**src/rtl/ush_pkg.sv**
```systemverilog
// Constants shared by the service framer and its testbench.
// Assumes a byte-wide stream toward and from the device's fixed UDP service port.
package ush_pkg;
    // ------------------------------------------------------------------
    // Fixed service port and header layout
    // ------------------------------------------------------------------
    localparam logic [15:0] SVC_PORT = 16'h0bee;
    localparam logic [15:0] CHECK_XOR = 16'h4242;
    localparam logic [3:0] HDR_LEN = 4'h8;
    localparam logic [3:0] OFS_KEY_HI = 4'h0;
    localparam logic [3:0] OFS_KEY_LO = 4'h1;
    localparam logic [3:0] OFS_CHK_HI = 4'h2;
    localparam logic [3:0] OFS_CHK_LO = 4'h3;
    localparam logic [3:0] OFS_SEQ_ID = 4'h4;
    localparam logic [3:0] OFS_ENC_PAD = 4'h5;
    localparam logic [3:0] OFS_CMD = 4'h6;
    localparam logic [3:0] OFS_OPT = 4'h7;
    localparam logic [3:0] OFS_FRAME_ID = 4'h8;
    localparam int OPT_ACK_BIT = 1;
    // ------------------------------------------------------------------
    // Service command identifiers
    // ------------------------------------------------------------------
    localparam logic [7:0] CMD_DATA = 8'h00;
    localparam logic [7:0] CMD_REMOTE = 8'h02;
    localparam logic [7:0] CMD_MEMORY = 8'h03;
    localparam logic [7:0] CMD_IO_SAMPLE = 8'h04;
    localparam logic [7:0] CMD_DATA_ACK = 8'h80;
    localparam logic [7:0] CMD_REMOTE_RSP = 8'h82;
    localparam logic [7:0] CMD_MEMORY_RSP = 8'h83;
    // ------------------------------------------------------------------
    // Local host frame types
    // ------------------------------------------------------------------
    localparam logic [7:0] API_TX_REQ = 8'h00;
    localparam logic [7:0] API_REMOTE = 8'h07;
    localparam logic [7:0] API_LEG_TX = 8'h10;
    localparam logic [7:0] API_EXPLICIT = 8'h11;
    localparam logic [7:0] API_LEG_REMOTE = 8'h17;
    localparam logic [7:0] API_NATIVE_TX = 8'h20;
    localparam logic [7:0] API_RX_PKT = 8'h80;
    localparam logic [7:0] FW_CLUSTER = 8'h23;
    localparam logic [7:0] ASSOC_OK = 8'h00;
    localparam logic [7:0] ASSOC_PORT_CLASH = 8'h2a;
    // ------------------------------------------------------------------
    // Controller registers (byte addresses) and fields
    // ------------------------------------------------------------------
    localparam logic [4:0] REG_CTRL = 5'h00;
    localparam logic [4:0] REG_KEY = 5'h04;
    localparam logic [4:0] REG_PORTS = 5'h08;
    localparam logic [4:0] REG_STATUS = 5'h0c;
    localparam logic [4:0] REG_RXINFO = 5'h10;
    localparam int CTRL_TYPE_LSB = 0;
    localparam int CTRL_ACK_BIT = 8;
    localparam int CTRL_GO_BIT = 9;
    localparam int CTRL_CLR_BIT = 10;
    localparam int CTRL_CLUSTER_LSB = 16;
    localparam int CTRL_FID_LSB = 24;
    localparam logic [15:0] KEY_RESET = 16'h0000;
    localparam logic [15:0] PORT_RESET = 16'h2616;
endpackage

```
**src/rtl/ush_stream_if.sv**
```systemverilog
// Byte stream with valid and ready between the framer and its buffer.
// Assumes both ends share one clock.
`timescale 1ns/1ps
interface ush_stream_if #(parameter int W = 9);
    logic [W-1:0] data;
    logic valid;
    logic ready;
    modport src (output data, output valid, input ready);
    modport snk (input data, input valid, output ready);
endinterface // ush_stream_if

```
**src/rtl/ush_buf2.sv**
```systemverilog
// Two-entry buffer on the received payload path.
// Assumes one clock and a synchronous active-high reset.
`timescale 1ns/1ps
module ush_buf2 #(
    parameter int W = 9
) (
    // Clock and reset
    input wire logic clock,
    input wire logic reset,
    // Streams
    ush_stream_if.snk in_s,
    ush_stream_if.src out_s
);
    typedef struct packed {
        logic [1:0][W-1:0] mem;
        logic wp;
        logic rp;
        logic [1:0] cnt;
    } ush_buf_t;

    ush_buf_t s_q, s_d;
    logic push, pop;

    assign in_s.ready = (s_q.cnt != 2'd2);
    assign out_s.valid = (s_q.cnt != 2'd0);
    assign out_s.data = s_q.mem[s_q.rp];
    assign push = in_s.valid && in_s.ready;
    assign pop = out_s.valid && out_s.ready;

    always_comb begin
        s_d = s_q;
        if (push) begin
            s_d.mem[s_q.wp] = in_s.data;
            s_d.wp = ~s_q.wp;
        end
        if (pop) begin
            s_d.rp = ~s_q.rp;
        end
        s_d.cnt = s_q.cnt + {1'b0, push} - {1'b0, pop};
    end

    always_ff @(posedge clock) begin
        if (reset) begin
            s_q <= '0;
        end else begin
            s_q <= s_d;
        end
    end
endmodule // ush_buf2

```
**src/rtl/ush_framer.sv**
```systemverilog
// Host-side framer for the device's fixed-port UDP service.
// Assumes a byte stream toward the device and one back, both on the same clock.
// Summary of operation
// - Sender puts a free two-byte key word at offset 0.
// - Check word at offset 2 equals key word xor 0x4242.
// - Sequence id and padding bytes at offsets 4 and 5 are zero.
// - Requests: 0x00 data, 0x02 remote, 0x03 memory, 0x04 I/O sample; this framer sends only 0x00 and 0x02.
// - Replies: 0x80 data ack, 0x82 remote response, 0x83 memory response.
// - Options bit 1 asks the receiver for an acknowledgement.
// - Options bit 0 and bits 2 to 7 are sent as zero.
// - Every command and response starts with the eight-byte header.
// - Firmware update uses frame type 0x11 with cluster 0x23.
// - Native type 0x20 is preferred for new data traffic.
//
// Implementation choices: the register offsets and strobed register access.
`timescale 1ns/1ps
module ush_framer
    import ush_pkg::*;
(
    // Clock and reset
    input wire logic clock,
    input wire logic reset,
    // Register port
    input wire logic [4:0] reg_addr,
    input wire logic [31:0] reg_wdata,
    input wire logic reg_write,
    input wire logic reg_read,
    output logic [31:0] reg_rdata,
    // Outgoing packet bytes toward the device
    output logic [7:0] tx_byte,
    output logic tx_last,
    output logic tx_valid,
    input wire logic tx_ready,
    output logic [15:0] udp_src_port,
    output logic [15:0] udp_dst_port,
    // Incoming packet bytes from the device
    input wire logic [7:0] rx_byte,
    input wire logic rx_last,
    input wire logic rx_valid,
    output logic rx_ready,
    // Payload to send, from the user
    input wire logic [7:0] src_data,
    input wire logic src_last,
    input wire logic src_valid,
    output logic src_ready,
    // Received payload, to the user
    output logic [7:0] pay_data,
    output logic pay_last,
    output logic pay_valid,
    input wire logic pay_ready
);
    typedef enum logic [3:0] {
        TX_IDLE = 4'b0001,
        TX_HDR = 4'b0010,
        TX_FID = 4'b0100,
        TX_BODY = 4'b1000
    } ush_tx_t;

    typedef struct packed {
        ush_tx_t st;
        logic [3:0] tx_cnt;
        logic [7:0] tx_byte;
        logic tx_last;
        logic tx_valid;
        logic tx_is_ack;
        logic [7:0] tx_cmd;
        logic [7:0] tx_opt;
        logic [7:0] api_type;
        logic ack_req;
        logic [7:0] cluster;
        logic [7:0] frame_id;
        logic [15:0] key;
        logic [15:0] svc_port;
        logic [15:0] dst_port;
        logic go_pend;
        logic ack_pend;
        logic refused;
        logic [3:0] rx_cnt;
        logic [15:0] rx_key;
        logic [7:0] rx_chk_hi;
        logic rx_bad;
        logic rx_ok;
        logic [7:0] rx_cmd;
        logic [7:0] rx_opt;
        logic [7:0] rx_fid;
        logic fid_mismatch;
        logic [7:0] bad_cnt;
        logic [31:0] rdata;
    } ush_state_t;

    ush_state_t s_q, s_d;
    ush_stream_if #(.W(9)) buf_in ();
    ush_stream_if #(.W(9)) buf_out ();

    // ------------------------------------------------------------------
    // Helpers
    // ------------------------------------------------------------------
    function automatic logic [7:0] hdr_byte(input logic [3:0] idx, input logic [15:0] key,
                                            input logic [7:0] cmd, input logic [7:0] opt);
        logic [15:0] chk;
        chk = key ^ CHECK_XOR;
        unique case (idx)
            OFS_KEY_HI: hdr_byte = key[15:8];
            OFS_KEY_LO: hdr_byte = key[7:0];
            OFS_CHK_HI: hdr_byte = chk[15:8];
            OFS_CHK_LO: hdr_byte = chk[7:0];
            OFS_CMD: hdr_byte = cmd;
            OFS_OPT: hdr_byte = opt;
            default: hdr_byte = 8'h00;
        endcase
    endfunction

    // Returns {accepted, service command} for a local host frame type
    function automatic logic [8:0] api_to_cmd(input logic [7:0] t, input logic [7:0] cluster);
        unique case (t)
            API_TX_REQ, API_NATIVE_TX, API_LEG_TX: api_to_cmd = {1'b1, CMD_DATA};
            API_REMOTE, API_LEG_REMOTE: api_to_cmd = {1'b1, CMD_REMOTE};
            API_EXPLICIT: api_to_cmd = {cluster == FW_CLUSTER, CMD_DATA};
            default: api_to_cmd = {1'b0, CMD_DATA};
        endcase
    endfunction

    logic clash, slot_free, rx_take, fwd, busy;
    logic [8:0] map, go_map;

    // Either port sitting on the service port blocks all traffic
    assign clash = (s_q.svc_port == SVC_PORT) || (s_q.dst_port == SVC_PORT);
    assign slot_free = !s_q.tx_valid || tx_ready;
    assign busy = s_q.go_pend || (s_q.st != TX_IDLE);
    assign map = api_to_cmd(s_q.api_type, s_q.cluster);
    assign go_map = api_to_cmd(reg_wdata[CTRL_TYPE_LSB +: 8], reg_wdata[CTRL_CLUSTER_LSB +: 8]);
    // Payload is forwarded only after a good data header
    assign fwd = (s_q.rx_cnt >= HDR_LEN) && s_q.rx_ok && (s_q.rx_cmd == CMD_DATA);
    assign rx_ready = fwd ? buf_in.ready : 1'b1;
    assign rx_take = rx_valid && rx_ready;
    assign src_ready = (s_q.st == TX_BODY) && slot_free;

    assign buf_in.valid = rx_valid && fwd;
    assign buf_in.data = {rx_last, rx_byte};
    assign buf_out.ready = pay_ready;
    assign pay_data = buf_out.data[7:0];
    assign pay_last = buf_out.data[8];
    assign pay_valid = buf_out.valid;

    assign tx_byte = s_q.tx_byte;
    assign tx_last = s_q.tx_last;
    assign tx_valid = s_q.tx_valid;
    assign udp_src_port = SVC_PORT;
    assign udp_dst_port = SVC_PORT;
    assign reg_rdata = s_q.rdata;

    always_comb begin
        logic ack_set, ack_take, fid_set;
        ack_set = 1'b0;
        ack_take = 1'b0;
        fid_set = 1'b0;
        s_d = s_q;
        if (slot_free) begin
            s_d.tx_valid = 1'b0;
            s_d.tx_last = 1'b0;
        end
        // ------------------------------------------------------------------
        // Transmit sequencer
        // ------------------------------------------------------------------
        unique case (s_q.st)
            TX_IDLE: begin
                if (slot_free && !clash) begin
                    if (s_q.ack_pend) begin
                        ack_take = 1'b1;
                        s_d.tx_is_ack = 1'b1;
                        s_d.tx_cmd = CMD_DATA_ACK;
                        s_d.tx_opt = 8'h00;
                        s_d.tx_cnt = 4'h0;
                        s_d.st = TX_HDR;
                    end else if (s_q.go_pend) begin
                        s_d.go_pend = 1'b0;
                        s_d.tx_is_ack = 1'b0;
                        s_d.tx_cmd = map[7:0];
                        // Only the ack request bit may be set
                        s_d.tx_opt = 8'h00;
                        s_d.tx_opt[OPT_ACK_BIT] = s_q.ack_req && (map[7:0] == CMD_DATA);
                        s_d.tx_cnt = 4'h0;
                        s_d.st = TX_HDR;
                    end
                end
            end
            TX_HDR: begin
                if (slot_free) begin
                    s_d.tx_byte = hdr_byte(s_q.tx_cnt, s_q.key, s_q.tx_cmd, s_q.tx_opt);
                    s_d.tx_valid = 1'b1;
                    s_d.tx_cnt = s_q.tx_cnt + 4'h1;
                    if (s_q.tx_cnt == OFS_OPT) begin
                        if (s_q.tx_is_ack) begin
                            s_d.tx_last = 1'b1;
                            s_d.st = TX_IDLE;
                        end else if (s_q.tx_cmd == CMD_REMOTE) begin
                            s_d.st = TX_FID;
                        end else begin
                            s_d.st = TX_BODY;
                        end
                    end
                end
            end
            TX_FID: begin
                if (slot_free) begin
                    s_d.tx_byte = s_q.frame_id;
                    s_d.tx_valid = 1'b1;
                    s_d.st = TX_BODY;
                end
            end
            TX_BODY: begin
                // Sent once only; no copy is kept for a retry
                if (slot_free && src_valid) begin
                    s_d.tx_byte = src_data;
                    s_d.tx_valid = 1'b1;
                    s_d.tx_last = src_last;
                    if (src_last) begin
                        s_d.st = TX_IDLE;
                    end
                end
            end
            default: s_d.st = TX_IDLE;
        endcase
        // ------------------------------------------------------------------
        // Receive header parser
        // ------------------------------------------------------------------
        if (rx_take) begin
            unique case (s_q.rx_cnt)
                OFS_KEY_HI: s_d.rx_key[15:8] = rx_byte;
                OFS_KEY_LO: s_d.rx_key[7:0] = rx_byte;
                OFS_CHK_HI: s_d.rx_chk_hi = rx_byte;
                OFS_CHK_LO: s_d.rx_bad = {s_q.rx_chk_hi, rx_byte} != (s_q.rx_key ^ CHECK_XOR);
                OFS_CMD: s_d.rx_cmd = rx_byte;
                OFS_OPT: begin
                    s_d.rx_opt = rx_byte;
                    s_d.rx_ok = !s_q.rx_bad && !clash;
                    if (s_q.rx_bad || clash) begin
                        s_d.bad_cnt = s_q.bad_cnt + 8'h01;
                    end else if (s_q.rx_cmd == CMD_DATA && rx_byte[OPT_ACK_BIT]) begin
                        ack_set = 1'b1;
                    end
                end
                OFS_FRAME_ID: begin
                    if (s_q.rx_ok && (s_q.rx_cmd == CMD_REMOTE_RSP || s_q.rx_cmd == CMD_MEMORY_RSP)) begin
                        s_d.rx_fid = rx_byte;
                        fid_set = rx_byte != s_q.frame_id;
                        s_d.fid_mismatch = s_q.fid_mismatch || fid_set;
                    end
                end
                default: ;
            endcase
            if (s_q.rx_cnt <= HDR_LEN) begin
                s_d.rx_cnt = s_q.rx_cnt + 4'h1;
            end
            if (rx_last) begin
                s_d.rx_cnt = 4'h0;
                // A packet shorter than the header is never acted on
                if (s_q.rx_cnt < OFS_OPT) begin
                    s_d.bad_cnt = s_q.bad_cnt + 8'h01;
                end
            end
        end
        // ------------------------------------------------------------------
        // Register port
        // ------------------------------------------------------------------
        s_d.rdata = 32'h0000_0000;
        if (reg_read) begin
            unique case (reg_addr)
                REG_CTRL: s_d.rdata = {s_q.frame_id, s_q.cluster, 6'h00, s_q.go_pend, s_q.ack_req,
                                       s_q.api_type};
                REG_KEY: s_d.rdata = {16'h0000, s_q.key};
                REG_PORTS: s_d.rdata = {s_q.dst_port, s_q.svc_port};
                REG_STATUS: s_d.rdata = {s_q.bad_cnt, (clash ? ASSOC_PORT_CLASH : ASSOC_OK), 5'h00,
                                         s_q.fid_mismatch, s_q.refused, busy, 8'h00};
                REG_RXINFO: s_d.rdata = {(s_q.rx_cmd == CMD_DATA ? API_RX_PKT : s_q.rx_cmd),
                                         s_q.rx_fid, s_q.rx_opt, s_q.rx_cmd};
                default: s_d.rdata = 32'h0000_0000;
            endcase
        end
        if (reg_write) begin
            unique case (reg_addr)
                REG_CTRL: begin
                    s_d.api_type = reg_wdata[CTRL_TYPE_LSB +: 8];
                    s_d.ack_req = reg_wdata[CTRL_ACK_BIT];
                    s_d.cluster = reg_wdata[CTRL_CLUSTER_LSB +: 8];
                    s_d.frame_id = reg_wdata[CTRL_FID_LSB +: 8];
                    if (reg_wdata[CTRL_CLR_BIT]) begin
                        s_d.refused = 1'b0;
                        s_d.fid_mismatch = fid_set; // Sticky flag: a fresh mismatch wins
                    end
                    if (reg_wdata[CTRL_GO_BIT]) begin
                        if (busy || clash || !go_map[8]) begin
                            s_d.refused = 1'b1;
                        end else begin
                            s_d.go_pend = 1'b1;
                        end
                    end
                end
                REG_KEY: s_d.key = reg_wdata[15:0];
                REG_PORTS: begin
                    s_d.svc_port = reg_wdata[15:0];
                    s_d.dst_port = reg_wdata[31:16];
                end
                default: ;
            endcase
        end
        // A request arriving as the pending one is taken is kept
        s_d.ack_pend = (s_q.ack_pend && !ack_take) || ack_set;
    end

    always_ff @(posedge clock) begin
        if (reset) begin
            s_q <= '0;
            s_q.st <= TX_IDLE;
            s_q.key <= KEY_RESET;
            s_q.svc_port <= PORT_RESET;
            s_q.dst_port <= PORT_RESET;
        end else begin
            s_q <= s_d;
        end
    end

    // ------------------------------------------------------------------
    // Received payload buffer
    // ------------------------------------------------------------------
    ush_buf2 #(.W(9)) u_buf (
        .clock(clock),
        .reset(reset),
        .in_s(buf_in),
        .out_s(buf_out)
    );
endmodule // ush_framer

```
**config.mk**
```make
export PLATFORM = sky130hd
export DESIGN_NAME = ush_framer
export DESIGN_NICKNAME = d
export VERILOG_FILES = /design/src/rtl/ush_pkg.sv /design/src/rtl/ush_stream_if.sv /design/src/rtl/ush_buf2.sv /design/src/rtl/ush_framer.sv
export SDC_FILE = /design/constraint.sdc
export NUM_CORES = 1
export LEC_CHECK = 0
export BUFFER_PORTS_ARGS = -buffer_cell sky130_fd_sc_hd__buf_2
export CAP_MARGIN = 20
export CORE_MARGIN = 4
export CORE_UTILIZATION = 55
export DETAILED_ROUTE_END_ITERATION = 12
export GPL_TIMING_DRIVEN = 0
export MAX_ROUTING_LAYER = met4
export PLACE_DENSITY = 0.82
export SYNTH_ARGS = -nofsm -noshare
export SYNTH_HDL_FRONTEND = slang
export SYNTH_HIERARCHICAL = 1
export SYNTH_SLANG_ARGS = --single-unit
```
**constraint.sdc**
```tcl
create_clock -name clock -period 3.4 [get_ports clock]
set_input_delay 0.34 -clock clock [delete_from_list [all_inputs] [get_ports clock]]
set_output_delay 0.34 -clock clock [all_outputs]
set_load 0.01 [all_outputs]
```
==> results by group, run 1 <==
STA
  • Max transition margin: 0.348
  • Min Hold Slack: 0.0805 ns
  • Final setup fails: 0
  • Slew Viols, Final: 0
  • Final clock skew: 0.0186 ns
  • Tmin final: 2.89 ns
  • Hold Fails Final Rpt: 0
  • Fin Setup TNS: 0 ns
  • F_max: 0.346 GHz
  • RSZ-0062 raised after global routing: false
  • Worst-margin pin slew: 0.970 ns
  • Period utilisation layout: 0.849

Worst setup path
  • Setup crit end: u_buf/s_q[1]$_SDFF_PP0_
  • CP Launch Type: flop
  • Most used cell along the critical path: nor2_1
  • Worst EP required: 3.80 ns
  • FF-to-FF setup slack: 0.51 ns
  • CP Buf/Inv Count: 2
  • CP max stage cell: or4_1
  • CP endpoint kind: flop
  • Worst Path Arrival: 3.29 ns
  • CP Max Fanout: 10
  • Critical path cell sequence: or4_1, nor2_1, and4_1, buf_2, clkbuf_1, o21ai_0, nor2_1, ha_1, nor2_1, mux2_2
  • Critical path startpoint: s_q[59]$_SDFFE_PP0P_
  • Crit path max-delay family: simple AND/OR/NAND/NOR gates
  • Crit Path Class: reg2reg
  • Worst R2R Path Depth: 10
  • RR Endpoint: u_buf/s_q[1]$_SDFF_PP0_
  • CP Depth: 10
  • RR Startpoint: s_q[59]$_SDFFE_PP0P_
  • Slowest Stage Delay on Critical Path: 0.55 ns

Detailed routing
  • Antenna-violating nets left: 0
  • Residual DRC count: 0
  • Via density: 5.94
  • Final WL: 32200 microns
  • Routed vias: 9729
  • Initial DRT Pass Iterations: 6
  • WL/cell: 19.7 microns
  • Drt initial violations: 1301

Finish
  • Fill cells: 1493
  • Antenna cells: 0
  • Final Net Count: 1465
  • Share of layout cells above drive strength 1: 0.226
  • Finished Cell Area: 12100 sq um
  • Area Overhead vs Synth: 17.1%

Synth
  • Register area share after synthesis: 0.415
  • Avg Synthesized Cell Area: 8.44 sq um
  • Post-synth EDFFs: 0
  • Top cell type's share of synthesized area: 0.415
  • Top post-synthesis cells by area: dfxtp_1 (41%), nand2_1 (7.7%), a21oi_1 (6.5%), buf_4 (5.3%), mux2_2 (4.4%)
  • Ys async rst share: 0
  • Mux cell area share after synthesis: 0.0688
  • Post-synthesis adder-cell area fraction: 0.0121
  • Post-synthesis compound-gate area fraction: 0.163
  • Synth Area in XOR/XNOR: 0.0246
  • Synth Warn #: 6
  • Synth Instances: 1224
  • Top cells by instance count after synthesis: dfxtp_1 (214), nand2_1 (213), a21oi_1 (134)
  • Synth Area in Simple Gates: 0.217
  • Area leader, netlist: dfxtp_1
  • Most common cell in the synthesized netlist: dfxtp_1
  • Ys flop type: dfxtp_1
  • Main combinational cell family by area after synthesis: simple AND/OR/NAND/NOR gates
  • Library cells used by synthesis: 80
  • #FFs+latches synth: 214
  • Synthesized cell area: 10300 sq um

Clock network
  • H-tree depth: 1
  • CTS tree: yes
  • Sink Count: 214
  • Clk slew on worst S/H paths: 0.07 ns
  • # Post-CTS Setup Buffers: 0
  • Cts bufs inserted: 22
  • Clk buf depth: 3
  • Post-CTS sizing: 0
  • Clock root buffer master: clkbuf_16
  • Post-CTS Hold Fix Bufs: 0
  • Worst skew pair latency: 0.51 ns

Power
  • IR drop worst, VDD: 0.407 mV
  • PwrDens: 457 nW/um^2
  • Power Internal: 4.23 mW
  • Switching power: 1.30 mW
  • Register share of total power: 0.459
  • Clock power frac: 0.480
  • Gate power share: 0.060
  • Leak: 4.93 nW
  • Sw Share: 0.235

Placed design
  • GP Congestion: 1.02
  • Area post-placement: 11300 sq um
  • IO buf count: 114
  • Detailed placement HPWL: 23200 microns

Floorplanning
  • Core Area: 18200 sq um
  • # IOs: 149
  • Initial Util: 0.568
  • Die W: 145 microns
  • Chip height: 145 microns
  • Row Count: 49
  • Full die area: 21000 sq um

Global route
  • Vias in the first global route: 8953
  • Grt met3 use: 0.0602
  • Overflow after GRT: 0
  • Largest net degree at the start of global routing: 17
  • Initial antenna violation count: 0
  • Tot GR Track Use: 0.299
  • M1 GR Usage: 0.411
  • First-pass GRT wire length: 49600 microns
  • Met2 usage: 0.437
  • Grt peak-use layer: met2

Min path
  • Hold WC Path Type: in2reg
  • Hold Crit Start: reset

Run
  • Max cap viols: 0

Status
  • Outcome: finished, final reports clean
[power groups by stage]
| stage | sequential, mW | clock (mW) | combinational, mW |
|---|---|---|---|
| 6_report | 2.54 | 2.66 | 0.334 |
| 5_1_grt | 2.54 | 2.78 | 0.354 |
| 4_1_cts | 2.54 | 2.67 | 0.321 |
| 3_5_place_dp | 2.60 | 0 | 0.319 |
| 3_3_place_gp | 2.60 | 0 | 0.315 |
| 2_1_floorplan | 2.59 | 0 | 0.190 |
[registers in the layout, indices dropped and copies added, names as in the netlist]
register	cells
tx_valid	1
s_q	150
reg_rdata	32
tx_last	1
u_buf/s_q	22
tx_byte	8
[kinds of logic after synthesis]
| logic type | Yosys count |
|---|---|
| other | 2 |
| multiplexers | 66 |
| AO/OA/AOI/OAI | 260 |
| adder cells (fa/ha/maj) | 10 |
| buffers and inverters | 178 |
| XOR/XNOR | 29 |
| flip-flops | 214 |
| AND/OR/NAND/NOR | 465 |
[worst min-delay path by stage]
stage	to	slack (ns)	cells past startpoint
2_1_floorplan	u_buf/s_q[0]$_SDFF_PP0_	0.41	1
3_3_place_gp	s_q[159]$_SDFFE_PP0P_	0.44	2
3_5_place_dp	s_q[158]$_SDFFE_PP0P_	0.44	2
4_1_cts	u_buf/s_q[0]$_SDFF_PP0_	0.07	2
5_1_grt	u_buf/s_q[0]$_SDFF_PP0_	0.08	2
6_report	u_buf/s_q[0]$_SDFF_PP0_	0.08	2
[cells in the final DEF, fill, tap and decap left out, types with 15 or more instances in the layout]
master       n
a21oi_1    134
a222oi_1    22
a22oi_1     15
buf_2      130
buf_4       73
clkbuf_1    64
clkbuf_16   23
conb_1      32
dfxtp_1    214
mux2_2      40
mux2i_1     26
nand2_1    213
nand3_1     45
nand4_1     22
nor2_1      95
o21ai_0     16
o31ai_1     20
xor2_1      19
[cell type report]
type	count	area, sq um	area share
multi-input cells	862	5140	0.425
flip-flops and latches	214	4280	0.354
plain buffers	161	955	0.0789
clock buffers	26	607	0.0501
repair buffers	114	571	0.0471
well taps	229	287	0.0237
clock inverters	14	194	0.0160
inverters	17	63.8	0.00527
[layer usage]
layer	part of all wire	routed length, microns
met1	0.42	13600
met2	0.42	13700
met3	0.11	3510
met4	0.044	1410
met5	0	0
[stage by stage]
stage | setup WS, ns | power (mW) | utilization | cells
floorplan | 1.01 | 2.78 | - | 1254
CTS | 0.543 | 5.54 | 0.665 | 1637
global placement | 0.563 | 2.91 | 0.621 | 1597
finish | 0.513 | 5.53 | 0.665 | 1637
detailed placement | 0.572 | 2.92 | 0.621 | 1597
global route | 0.276 | 5.68 | 0.665 | 1637
(Power assumes the default switching activity.)
==> inputs of run 2 (changes only) <==
CORE_UTILIZATION = 52   (was 55)
PLACE_DENSITY = 0.81   (was 0.82)
clock period = 2.58 ns   (was 3.4 ns; I/O delays follow)
==> results by group, run 2 (synthesis gave the netlist of run 1 again) <==
STA
  • Period utilisation layout: 0.977 (was 0.849)
  • Tmin final: 2.52 ns (was 2.89 ns)
  • RSZ-0062 raised after global routing: false (unchanged)
  • Final setup fails: 0 (unchanged)
  • Hold Fails Final Rpt: 0 (unchanged)
  • Worst-margin pin slew: 0.965 ns (was 0.970 ns)
  • Setup slack after layout: 0.0597 ns (was 0.513 ns)
  • Max transition margin: 0.351 (was 0.348)
  • Slew Viols, Final: 0 (unchanged)
  • Final clock skew: 0.0144 ns (was 0.0186 ns)
  • F_max: 0.397 GHz (was 0.346 GHz)

Placed design
  • Pre-CTS WS: -0.274 ns (was 0.572 ns)
  • GP Congestion: 1.02 (about the same)
  • Detailed placement HPWL: 23300 microns (was 23200 microns)
  • IO buf count: 114 (unchanged)
  • Area post-placement: 11300 sq um (about the same)

Floorplanning
  • Row Count: 51 (was 49)
  • Full die area: 22200 sq um (was 21000 sq um)
  • # IOs: 149 (unchanged)
  • Die W: 149 microns (was 145 microns)
  • Chip height: 149 microns (was 145 microns)
  • Core Area: 19500 sq um (was 18200 sq um)
  • Initial Util: 0.529 (was 0.568)

Worst setup path
  • Setup crit end: u_buf/s_q[1]$_SDFF_PP0_ (unchanged)
  • CP Launch Type: flop (unchanged)
  • Critical path startpoint: s_q[58]$_SDFFE_PP0P_ (was s_q[59]$_SDFFE_PP0P_)
  • CP endpoint kind: flop (unchanged)
  • FF-to-FF setup slack: 0.06 ns (was 0.51 ns)
  • RR Startpoint: s_q[58]$_SDFFE_PP0P_ (was s_q[59]$_SDFFE_PP0P_)
  • Crit Path Class: reg2reg (unchanged)
  • RR Endpoint: u_buf/s_q[1]$_SDFF_PP0_ (unchanged)
  • Worst Path Arrival: 2.91 ns (was 3.29 ns)
  • Worst EP required: 2.97 ns (was 3.80 ns)
  • CP Max Fanout: 7 (was 10)
  • Worst R2R Path Depth: 10 (unchanged)

Detailed routing
  • Routed vias: 9790 (was 9729)
  • Antenna-violating nets left: 0 (unchanged)
  • Drt initial violations: 1137 (was 1301)
  • Initial DRT Pass Iterations: 6 (unchanged)
  • WL/cell: 18.9 microns (was 19.7 microns)
  • Residual DRC count: 0 (unchanged)
  • Via density: 5.82 (was 5.94)
  • Final WL: 31800 microns (was 32200 microns)

Finish
  • Finished Cell Area: 12200 sq um (was 12100 sq um)
  • Most flop-heavy register: s_q (unchanged)
  • Register Area: 4290 sq um (was 4280 sq um)
  • Commonest non-fill, non-tap cells in the layout: nand2_1 (213), dfxtp_1 (213), a21oi_1 (134), buf_2 (130), nor2_1 (94) (was dfxtp_1 (214), nand2_1 (213), a21oi_1 (134), buf_2 (130), nor2_1 (95))
  • Fill cells: 1681 (was 1493)
  • Share of layout cells above drive strength 1: 0.231 (was 0.226)
  • Max reg flops: 150 (unchanged)
  • Multi-input logic area: 5170 sq um (was 5140 sq um)
  • Final Net Count: 1475 (was 1465)
  • Area Overhead vs Synth: 18.4% (was 17.1%)

Global route
  • First-pass GRT wire length: 48200 microns (was 49600 microns)
  • Tot GR Track Use: 0.280 (was 0.299)
  • Initial antenna violation count: 0 (unchanged)
  • Overflow after GRT: 0 (unchanged)
  • Vias in the first global route: 8912 (was 8953)
  • Largest net degree at the start of global routing: 15 (was 17)

Clock network
  • Cts bufs inserted: 22 (unchanged)
  • Clk slew on worst S/H paths: 0.06 ns (was 0.07 ns)
  • Clk buf depth: 3 (unchanged)
  • Sink Count: 214 (unchanged)
  • CTS tree: yes (unchanged)
  • Clock root buffer master: clkbuf_16 (unchanged)
  • H-tree depth: 1 (unchanged)
  • Worst skew pair latency: 0.51 ns (about the same)

Power
  • IR drop worst, VDD: 0.430 mV (was 0.407 mV)
  • PwrDens: 583 nW/um^2 (was 457 nW/um^2)
  • Leak: 4.99 nW (was 4.93 nW)

Run
  • Max cap viols: 0 (unchanged)

Min path
  • Hold WC Path Type: in2reg (unchanged)
  • Hold Crit Start: reg_wdata[21] (was reset)

Status
  • Outcome: finished, final reports clean (unchanged)
-- run 2: per-layer routing --
metal | vias to the layer above | routed length, microns | global-route usage
met5 | - | 0 | -
met4 | 0 | 1010 | 0.0847
met3 | 82 | 3630 | 0.0510
met2 | 599 | 14400 | 0.432
met1 | 4548 | 12800 | 0.379
li1 | 4561 | - | -
-- run 2: worst min path at each step --
| stage | end | slack (ns) | depth (start not counted) |
|---|---|---|---|
| detailed placement | s_q[167]$_SDFFE_PP0P_ | 0.45 | 2 |
| floorplan | u_buf/s_q[0]$_SDFF_PP0_ | 0.33 | 1 |
| global placement | s_q[154]$_SDFFE_PP0P_ | 0.44 | 2 |
| finish | s_q[103]$_SDFFE_PP0P_ | 0.009 | 3 |
| CTS | s_q[103]$_SDFFE_PP0P_ | 0.001 | 3 |
| global route | s_q[103]$_SDFFE_PP0P_ | 0.01 | 3 |
-- run 2: final cells by class --
type,count,share of cell area
Clock inverter,9,0.0101
Timing Repair Buffer,124,0.0538
Inverter,17,0.00552
Sequential cell,214,0.350
Antenna cell,1,0.000204
Multi-Input combinational cell,862,0.422
Buffer,161,0.0787
Tap cell,265,0.0271
Clock buffer,29,0.0521
-- run 2: per-stage QoR --
step | total power, mW | cells | hold WS, ns | util | TNS (ns)
finish | 7.14 | 1682 | 0.00927 | 0.627 | 0
global route | 7.31 | 1681 | 0.0130 | 0.627 | 0
CTS | 7.14 | 1676 | 0.00138 | 0.624 | 0
detailed placement | 3.83 | 1633 | 0.451 | 0.581 | -0.425
global placement | 3.83 | 1633 | 0.441 | 0.581 | -0.328
floorplan | 3.67 | 1254 | 0.330 | - | 0
-- run 2: timing repair --
item                                   4_1_cts  5_1_grt
hold buffers                                 5        0
pin swaps                                    0        2
endpoints found under the hold margin        6        0
resized for setup                            5        8
setup endpoints to repair                    2       31
setup buffers                                0        5
-- run 2: critical path: stages (launching register included) --
cell     delay [ns]
dfxtp_1        0.41
or4_4          0.60
nor2_4         0.17
and4_1         0.20
buf_2          0.20
nand3_1        0.09
o21ai_0        0.09
nor2_1         0.06
ha_1           0.19
nor2b_1        0.13
mux2_2         0.26
-- run 2: where the power goes --
group	switching (mW)	total, mW	internal (mW)
Sequential	0.0220	3.35	3.33
Combinational	0.277	0.432	0.155
Clock	1.32	3.35	2.03
